[src/inc/srh_defs.vh]
// Purpose: constants for the status reporting hierarchy
// Assumes: 250 MHz clock
// Notes: bit positions of status byte and device condition register
`ifndef SRH_DEFS_VH
`define SRH_DEFS_VH
`define SRH_STB_DEV 1
`define SRH_STB_ERRQ 2
`define SRH_STB_QUES 3
`define SRH_STB_MAV 4
`define SRH_STB_ESB 5
`define SRH_STB_RQS 6
`define SRH_STB_OPER 7
`define SRH_DEV_SUM 0
`define SRH_DEV_NOMEAS 1
`define SRH_DEV_BADRES 2
`define SRH_DEV_WARN 3
`define SRH_DEV_CRIT 4
`define SRH_CLK_MHZ 250
`define SRH_SLOW_MS 500
`define SRH_FAST_MS 125
`define SRH_SLOW_CYC (`SRH_SLOW_MS * `SRH_CLK_MHZ * 1000)
`define SRH_FAST_CYC (`SRH_FAST_MS * `SRH_CLK_MHZ * 1000)
`define SRH_W8_ZERO 8'h00
`define SRH_RQS_MASK 8'hbf
`define SRH_W16_ZERO 16'h0000
`endif

[src/hdl/srh_event_reg.v]
// Purpose: sticky event register with enable mask and summary
// Assumes: condition is synchronous to clk_i
// Notes: set wins over a read-clear in the same cycle
`timescale 1ns/100ps
`default_nettype none
module srh_event_reg #(
    parameter WIDTH = 16
) (
    // clock and reset
    input wire clk_i,
    input wire rst_i,
    // condition and control
    input wire [WIDTH-1:0] cond_i,
    input wire [WIDTH-1:0] enable_i,
    input wire rd_clr_i,
    // results
    output reg [WIDTH-1:0] event_o,
    output wire summary_o
);
    reg [WIDTH-1:0] cond_r;
    wire [WIDTH-1:0] rise;
    assign rise = cond_i & ~cond_r;
    // latch rising conditions; a read clears all but a fresh rise
    always @(posedge clk_i) begin
        if (rst_i) begin
            cond_r <= {WIDTH{1'b0}};
            event_o <= {WIDTH{1'b0}};
        end else begin
            cond_r <= cond_i;
            event_o <= (rd_clr_i ? {WIDTH{1'b0}} : event_o) | rise;
        end
    end
    assign summary_o = |(event_o & enable_i);
endmodule // srh_event_reg
`default_nettype wire

[src/hdl/srh_led_flash.v]
// Purpose: red status indicator flash generator
// Assumes: one clock domain
// Notes: critical takes priority over warning
`timescale 1ns/100ps
`default_nettype none
`include "srh_defs.vh"
module srh_led_flash #(
    parameter SLOW_CYC = `SRH_SLOW_CYC,
    parameter FAST_CYC = `SRH_FAST_CYC
) (
    // clock and reset
    input wire clk_i,
    input wire rst_i,
    // error categories
    input wire warn_i,
    input wire crit_i,
    // indicator
    output reg red_o
);
    reg [31:0] cnt_r;
    wire [31:0] half;
    assign half = crit_i ? FAST_CYC : SLOW_CYC;
    // toggle each half period while an error holds, dark otherwise
    always @(posedge clk_i) begin
        if (rst_i || !(warn_i || crit_i)) begin
            cnt_r <= 32'h00000000;
            red_o <= 1'b0;
        end else if (cnt_r >= half - 32'h00000001) begin
            cnt_r <= 32'h00000000;
            red_o <= ~red_o;
        end else begin
            cnt_r <= cnt_r + 32'h00000001;
        end
    end
endmodule // srh_led_flash
`default_nettype wire

[src/hdl/srh_status_top.v]
// Purpose: status byte and device condition register of an instrument
// Assumes: all inputs come from logic on clk_i; host access by command strobes
// Notes: no bus; reads are strobes that clear sticky event registers
// Operation
// - status byte bit 1 summarises the device event register through its enable.
// - status byte bit 2 is one exactly while the error queue holds an entry.
// - with bit 2 enabled every new error queue entry pulses a service request.
// - status byte bit 3 is set when an enabled questionable event bit is set.
// - status byte bit 4 is set while a response message is waiting.
// - status byte bit 5 is set when an enabled standard event bit is set.
// - status byte bit 6 and a service request follow any enabled other bit.
// - status byte bit 7 is set when an enabled operation event bit is set.
// - the service request enable mask is writable and readable by the host.
// - device bit 0 is the OR of static error bits 1 to 4.
// - device bit 1 flags a static error making measurement impossible.
// - device bit 2 flags a static error making results possibly wrong.
// - device bit 3 flags a warning and flashes the indicator red slowly.
// - device bit 4 flags a critical error and flashes the indicator red fast.
// - the standard event enable mask is writable and readable by the host.
`timescale 1ns/100ps
`default_nettype none
`include "srh_defs.vh"
module srh_status_top #(
    parameter WIDTH = 16,
    parameter SLOW_CYC = `SRH_SLOW_CYC,
    parameter FAST_CYC = `SRH_FAST_CYC
) (
    // clock and reset
    input wire clk_i,
    input wire rst_i,
    // static error categories
    input wire static_error_nomeas_i,
    input wire static_error_badres_i,
    input wire static_error_warn_i,
    input wire static_error_crit_i,
    // lower level conditions
    input wire [WIDTH-1:0] dev_cond_hi_i,
    input wire [WIDTH-1:0] ques_cond_i,
    input wire [WIDTH-1:0] oper_cond_i,
    input wire [7:0] std_event_i,
    input wire err_queue_push_i,
    input wire err_queue_not_empty_i,
    input wire msg_avail_i,
    // host enable writes
    input wire sre_wr_i,
    input wire ese_wr_i,
    input wire dev_en_wr_i,
    input wire ques_en_wr_i,
    input wire oper_en_wr_i,
    input wire [WIDTH-1:0] wr_data_i,
    // host event reads (clear on read)
    input wire dev_rd_i,
    input wire ques_rd_i,
    input wire oper_rd_i,
    input wire esr_rd_i,
    // read back
    output reg [7:0] status_byte_o,
    output reg [7:0] sre_o,
    output reg [7:0] ese_o,
    output reg [7:0] esr_o,
    output reg [WIDTH-1:0] dev_en_o,
    output reg [WIDTH-1:0] ques_en_o,
    output reg [WIDTH-1:0] oper_en_o,
    output wire [WIDTH-1:0] device_condition_status_o,
    output wire [WIDTH-1:0] dev_event_o,
    output wire [WIDTH-1:0] ques_event_o,
    output wire [WIDTH-1:0] oper_event_o,
    // service request and indicator
    output reg srq_o,
    output wire led_red_o
);
    wire [3:0] static_error;
    wire dev_sum;
    wire ques_sum;
    wire oper_sum;
    wire esb_sum;
    reg [7:0] stb_nxt;
    reg [7:0] other_bits;
    reg [7:0] srq_src_r;
    reg errq_push_r;

    // static error categories and their summary
    assign static_error = {static_error_crit_i, static_error_warn_i, static_error_badres_i,
                           static_error_nomeas_i};
    assign device_condition_status_o = {dev_cond_hi_i[WIDTH-1:5], static_error,
                                        |static_error};

    // host mask registers
    always @(posedge clk_i) begin
        if (rst_i) begin
            sre_o <= `SRH_W8_ZERO;
            ese_o <= `SRH_W8_ZERO;
            dev_en_o <= `SRH_W16_ZERO;
            ques_en_o <= `SRH_W16_ZERO;
            oper_en_o <= `SRH_W16_ZERO;
        end else begin
            if (sre_wr_i) begin
                sre_o <= wr_data_i[7:0];
            end
            if (ese_wr_i) begin
                ese_o <= wr_data_i[7:0];
            end
            if (dev_en_wr_i) begin
                dev_en_o <= wr_data_i;
            end
            if (ques_en_wr_i) begin
                ques_en_o <= wr_data_i;
            end
            if (oper_en_wr_i) begin
                oper_en_o <= wr_data_i;
            end
        end
    end

    // standard event register: sticky, cleared by its read, set wins
    always @(posedge clk_i) begin
        if (rst_i) begin
            esr_o <= `SRH_W8_ZERO;
        end else begin
            esr_o <= (esr_rd_i ? `SRH_W8_ZERO : esr_o) | std_event_i;
        end
    end
    assign esb_sum = |(esr_o & ese_o);

    // lower level sticky event registers
    srh_event_reg #(.WIDTH(WIDTH)) u_dev (
        .clk_i(clk_i),
        .rst_i(rst_i),
        .cond_i(device_condition_status_o),
        .enable_i(dev_en_o),
        .rd_clr_i(dev_rd_i),
        .event_o(dev_event_o),
        .summary_o(dev_sum)
    );
    srh_event_reg #(.WIDTH(WIDTH)) u_ques (
        .clk_i(clk_i),
        .rst_i(rst_i),
        .cond_i(ques_cond_i),
        .enable_i(ques_en_o),
        .rd_clr_i(ques_rd_i),
        .event_o(ques_event_o),
        .summary_o(ques_sum)
    );
    srh_event_reg #(.WIDTH(WIDTH)) u_oper (
        .clk_i(clk_i),
        .rst_i(rst_i),
        .cond_i(oper_cond_i),
        .enable_i(oper_en_o),
        .rd_clr_i(oper_rd_i),
        .event_o(oper_event_o),
        .summary_o(oper_sum)
    );

    // status byte assembly; bit 6 never feeds its own comparison
    always @* begin
        other_bits = `SRH_W8_ZERO;
        other_bits[`SRH_STB_DEV] = dev_sum;
        other_bits[`SRH_STB_ERRQ] = err_queue_not_empty_i;
        other_bits[`SRH_STB_QUES] = ques_sum;
        other_bits[`SRH_STB_MAV] = msg_avail_i;
        other_bits[`SRH_STB_ESB] = esb_sum;
        other_bits[`SRH_STB_OPER] = oper_sum;
        stb_nxt = other_bits;
        stb_nxt[`SRH_STB_RQS] = |(other_bits & sre_o & `SRH_RQS_MASK);
    end

    // registered status byte and request; request pulses on each new source
    // so that every queued error gets its own request, not one per burst
    always @(posedge clk_i) begin
        if (rst_i) begin
            status_byte_o <= `SRH_W8_ZERO;
            srq_src_r <= `SRH_W8_ZERO;
            errq_push_r <= 1'b0;
            srq_o <= 1'b0;
        end else begin
            status_byte_o <= stb_nxt;
            srq_src_r <= other_bits & sre_o & `SRH_RQS_MASK;
            errq_push_r <= err_queue_push_i & sre_o[`SRH_STB_ERRQ];
            srq_o <= (|(other_bits & sre_o & `SRH_RQS_MASK & ~srq_src_r))
                     | errq_push_r;
        end
    end

    // indicator flashing for warning and critical categories
    srh_led_flash #(.SLOW_CYC(SLOW_CYC), .FAST_CYC(FAST_CYC)) u_led (
        .clk_i(clk_i),
        .rst_i(rst_i),
        .warn_i(static_error_warn_i),
        .crit_i(static_error_crit_i),
        .red_o(led_red_o)
    );
endmodule // srh_status_top
`default_nettype wire

[config.mk]
export PLATFORM = sky130hd
export DESIGN_NAME = srh_status_top
export DESIGN_NICKNAME = d
export VERILOG_FILES = /design/src/hdl/srh_event_reg.v /design/src/hdl/srh_led_flash.v /design/src/hdl/srh_status_top.v
export VERILOG_INCLUDE_DIRS = /design/src /design/src/inc
export SDC_FILE = /design/constraint.sdc
export NUM_CORES = 1
export LEC_CHECK = 0
export BUFFER_PORTS_ARGS = -buffer_cell sky130_fd_sc_hd__buf_2
export CORE_ASPECT_RATIO = 0.7
export CORE_MARGIN = 3
export CORE_UTILIZATION = 46
export DETAILED_ROUTE_END_ITERATION = 10
export GPL_TIMING_DRIVEN = 0
export HOLD_SLACK_MARGIN = 0.02
export PLACE_DENSITY = 0.75
export SLEW_MARGIN = 20
export SYNTH_ARGS = -nofsm -noshare
export SYNTH_HDL_FRONTEND = slang
export SYNTH_SLANG_ARGS = --single-unit
export TNS_END_PERCENT = 100
[constraint.sdc]
create_clock -name clk_i -period 1.84 [get_ports clk_i]
set_clock_uncertainty 0.05 [all_clocks]
set_input_delay 0.092 -clock clk_i [delete_from_list [all_inputs] [get_ports clk_i]]
set_output_delay 0.092 -clock clk_i [all_outputs]
set_load 0.03 [all_outputs]
==> run metrics <==
outcome=finished, violations left; failing checks=setup timing; Final Hold Vio Count=0; Yosys top cell by area=dfxtp_1; Starting DRT DRC Count=between 400 and 500; Worst R2R Start=u_led.cnt_r[26]$_SDFF_PP0_; Setup WS post-layout=-0.154 ns; ys flop type=dfxtp_1; R2R setup slack=-0.15 ns; largest net degree at the start of global routing=15; async set-reset flop share out of synthesis=0%; EDFF count, synth=0; DRC=0; vias in the first global route=6599; fin crit share=108%; synthesized instance count=815; Routed Wire Length=~25 mm; pwr dens=1010 nW/um^2; Root Buffer=clkbuf_16; WL/cell=roughly 18 um; Die ar.=19300 um^2; hold depth=3; # rows=39; Die X=around 160 um; Slew headroom=44.6%; worst reg2reg path endpoint=u_led.cnt_r[13]$_SDFF_PP0_; CTS tree=done; Hold Startpoint=ques_en_wr_i; Synth Register Bits=216; Total GRT Usage=approximately a quarter; Tightest Pin Transition=0.831 ns; most common cell after layout, fill and taps aside=buf_2; Distinct cells, synth=43; syn avg cell area=9.93 um^2; Layout Area Growth over Synthesis=39.7%; Min-Delay Endpoint=ques_en_o[0]$_SDFFE_PP0P_; max_cap viols=0; Reg2Reg Depth=8; commonest cells after routing, fill and taps aside=buf_2, dfxtp_1, nor2_1; gpl congestion=0.873; initial antenna violation count=0; Via Count=7120; startpoint types=flop; Post-DP HPWL=around 17 mm; top post-synthesis cells by area=dfxtp_1, mux2i_1, nor2_1, nand2b_1, nor2b_1; Clock Tree Buf Depth=3; Pleak=5.17 nW; Via density=5.09; peak supply drop=0.000583 V; YS warnings=0; clock sink count=216; number of I/O port buffers=roughly 220; 1st-pass router iterations=6; first-pass GRT wire length=36.9 mm; RSZ-0062 raised after global routing=yes; Worst-path clk slew=0.06 ns; remaining global-route overflow=0; Critical Path AT=2.37 ns; class of the worst hold path=input port to flop; CP Capture Type=flop; Skew-Pair Late Insertion Delay=0.50 ns; Die Y=117 um; CP required=2.21 ns; fin. max-slew vios=0; Final min period=between 1.5 and 2 ns; Worst Path Max Fanout=10; Antenna Nets Post-Route=0; share of the yosys chip area belonging to registers=53.4%; Synth top area share=53.4%; TritonCTS buffer count=21; # setup viols final=29; Crit Path Category=flop to flop; Util after Layout=67.4%; Final #Nets=about 1300; synthesized cell area=8100 um^2; IO Count=236; initial cell density of the core=48.2%; Fmax=502 MHz; total power=11.4 mW; H-tree level count=1; Core ar.=16800 um^2; ratio of cells with drive above 1 in the final layout=26.3%
-- cell families after synthesis --
| kind of cell | Yosys count | synth area share, % |
|---|---|---|
| other | 1 | 0.0463 |
| adders and majority gates | 17 | 2.63 |
| buffers and inverters | 70 | 4.17 |
| AOI/OAI and AO/OA | 107 | 9.21 |
| and+or+nand+nor | 314 | 19.8 |
| muxes | 64 | 7.91 |
| DFF | 216 | 53.4 |
| xor gates and xnor gates | 26 | 2.81 |
-- timing repair --
item / in CTS / in global routing
resized for setup: 9 / 15
hold buffers: 84 / 0
pin swaps: 1 / 5
setup endpoints to repair: 30 / 31
hold endpoints to repair: 172 / 0
gates cloned: 0 / 0
buffers inserted: 7 / 2
-- area by class of cell --
| type | count | area (um^2) |
|---|---|---|
| antenna | 1 | 2.50 |
| buffer | 49 | 259 |
| clock buffer | 30 | 599 |
| clock inverter | 7 | 164 |
| fill | 1275 | 5480 |
| inverter | 21 | 78.8 |
| multi-input combinational | 533 | 3550 |
| sequential | 216 | 4330 |
| tap | 225 | 282 |
| timing repair buffer | 317 | 2040 |
-- layer usage --
metal,wire (um),vias up,global-route usage (%),part of all wire (%)
li1,-,3442,-,-
met3,1830,27,3.94,7.4
met2,11400,288,40.2,46
met1,11100,3363,34.5,45
met4,345,0,5.42,1.4
met5,0,-,0,0
-- critical path: stages, from the launching register on --
cell	delay, ns
dfxtp_2	0.34
ha_4	0.14
or4_4	0.42
a2111oi_4	0.22
o21ai_2	0.12
a21oi_4	0.19
nand3b_4	0.16
buf_6	0.18
nor2_1	0.10
-- sequential cells by signal, indices dropped and copies added, names as in the netlist, 6 cells and up --
name            cells
sre_o               8
dev_en_o           16
srq_src_r           6
u_ques.event_o     16
u_dev.event_o      16
ese_o               8
u_oper.event_o     16
u_oper.cond_r      16
esr_o               8
ques_en_o          16
u_ques.cond_r      16
u_led.cnt_r        32
u_dev.cond_r       16
oper_en_o          16
status_byte_o       7
-- power breakdown --
group	switching, mW	total, mW	internal, mW
combinational	0.940	1.55	0.606
sequential	0.187	5.12	4.93
clock	1.78	4.75	2.97
-- cell usage after synthesis, drive strengths merged (2+ instances only) --
| cell type | number |
|---|---|
| a21o | 4 |
| a21oi | 48 |
| a221oi | 12 |
| a22o | 12 |
| a22oi | 18 |
| a31oi | 2 |
| and2 | 2 |
| and3 | 6 |
| and4 | 6 |
| buf | 21 |
| clkbuf | 28 |
| dfxtp | 216 |
| ha | 17 |
| inv | 21 |
| mux2i | 64 |
| nand2 | 13 |
| nand2b | 67 |
| nand3 | 14 |
| nand4 | 11 |
| nor2 | 139 |
| nor2b | 49 |
| nor4 | 2 |
| o21ai | 3 |
| or4 | 2 |
| xnor2 | 11 |
| xor2 | 15 |
-- metrics by stage --
step	area (um^2)	cells	TNS [ns]	setup WS (ns)	hold WS (ns)
3_5_place_dp	9520	1268	-12.53	-0.451	0.253
3_3_place_gp	9520	1268	-11.79	-0.408	0.246
2_1_floorplan	8120	819	-0.0386	-0.00696	0.125
6_report	11300	1399	-3.92	-0.154	0.0394
5_1_grt	11300	1398	-6.75	-0.268	0.0545
4_1_cts	11200	1396	-3.88	-0.157	0.0236
-- worst max path at each step --
stage                                           from                    endpoint  slack, ns  depth (start not counted)
final                     u_led.cnt_r[26]$_SDFF_PP0_  u_led.cnt_r[13]$_SDFF_PP0_      -0.15                          8
after global routing      u_led.cnt_r[26]$_SDFF_PP0_  u_led.cnt_r[11]$_SDFF_PP0_      -0.27                          8
after CTS                 u_led.cnt_r[10]$_SDFF_PP0_  u_led.cnt_r[24]$_SDFF_PP0_      -0.16                          6
after detailed placement         static_error_crit_i  u_led.cnt_r[12]$_SDFF_PP0_      -0.45                         10
after global placement           static_error_crit_i  u_led.cnt_r[12]$_SDFF_PP0_      -0.41                         10
after floorplan           u_led.cnt_r[26]$_SDFF_PP0_  u_led.cnt_r[26]$_SDFF_PP0_     -0.007                          8
(Power assumes the default switching activity.)
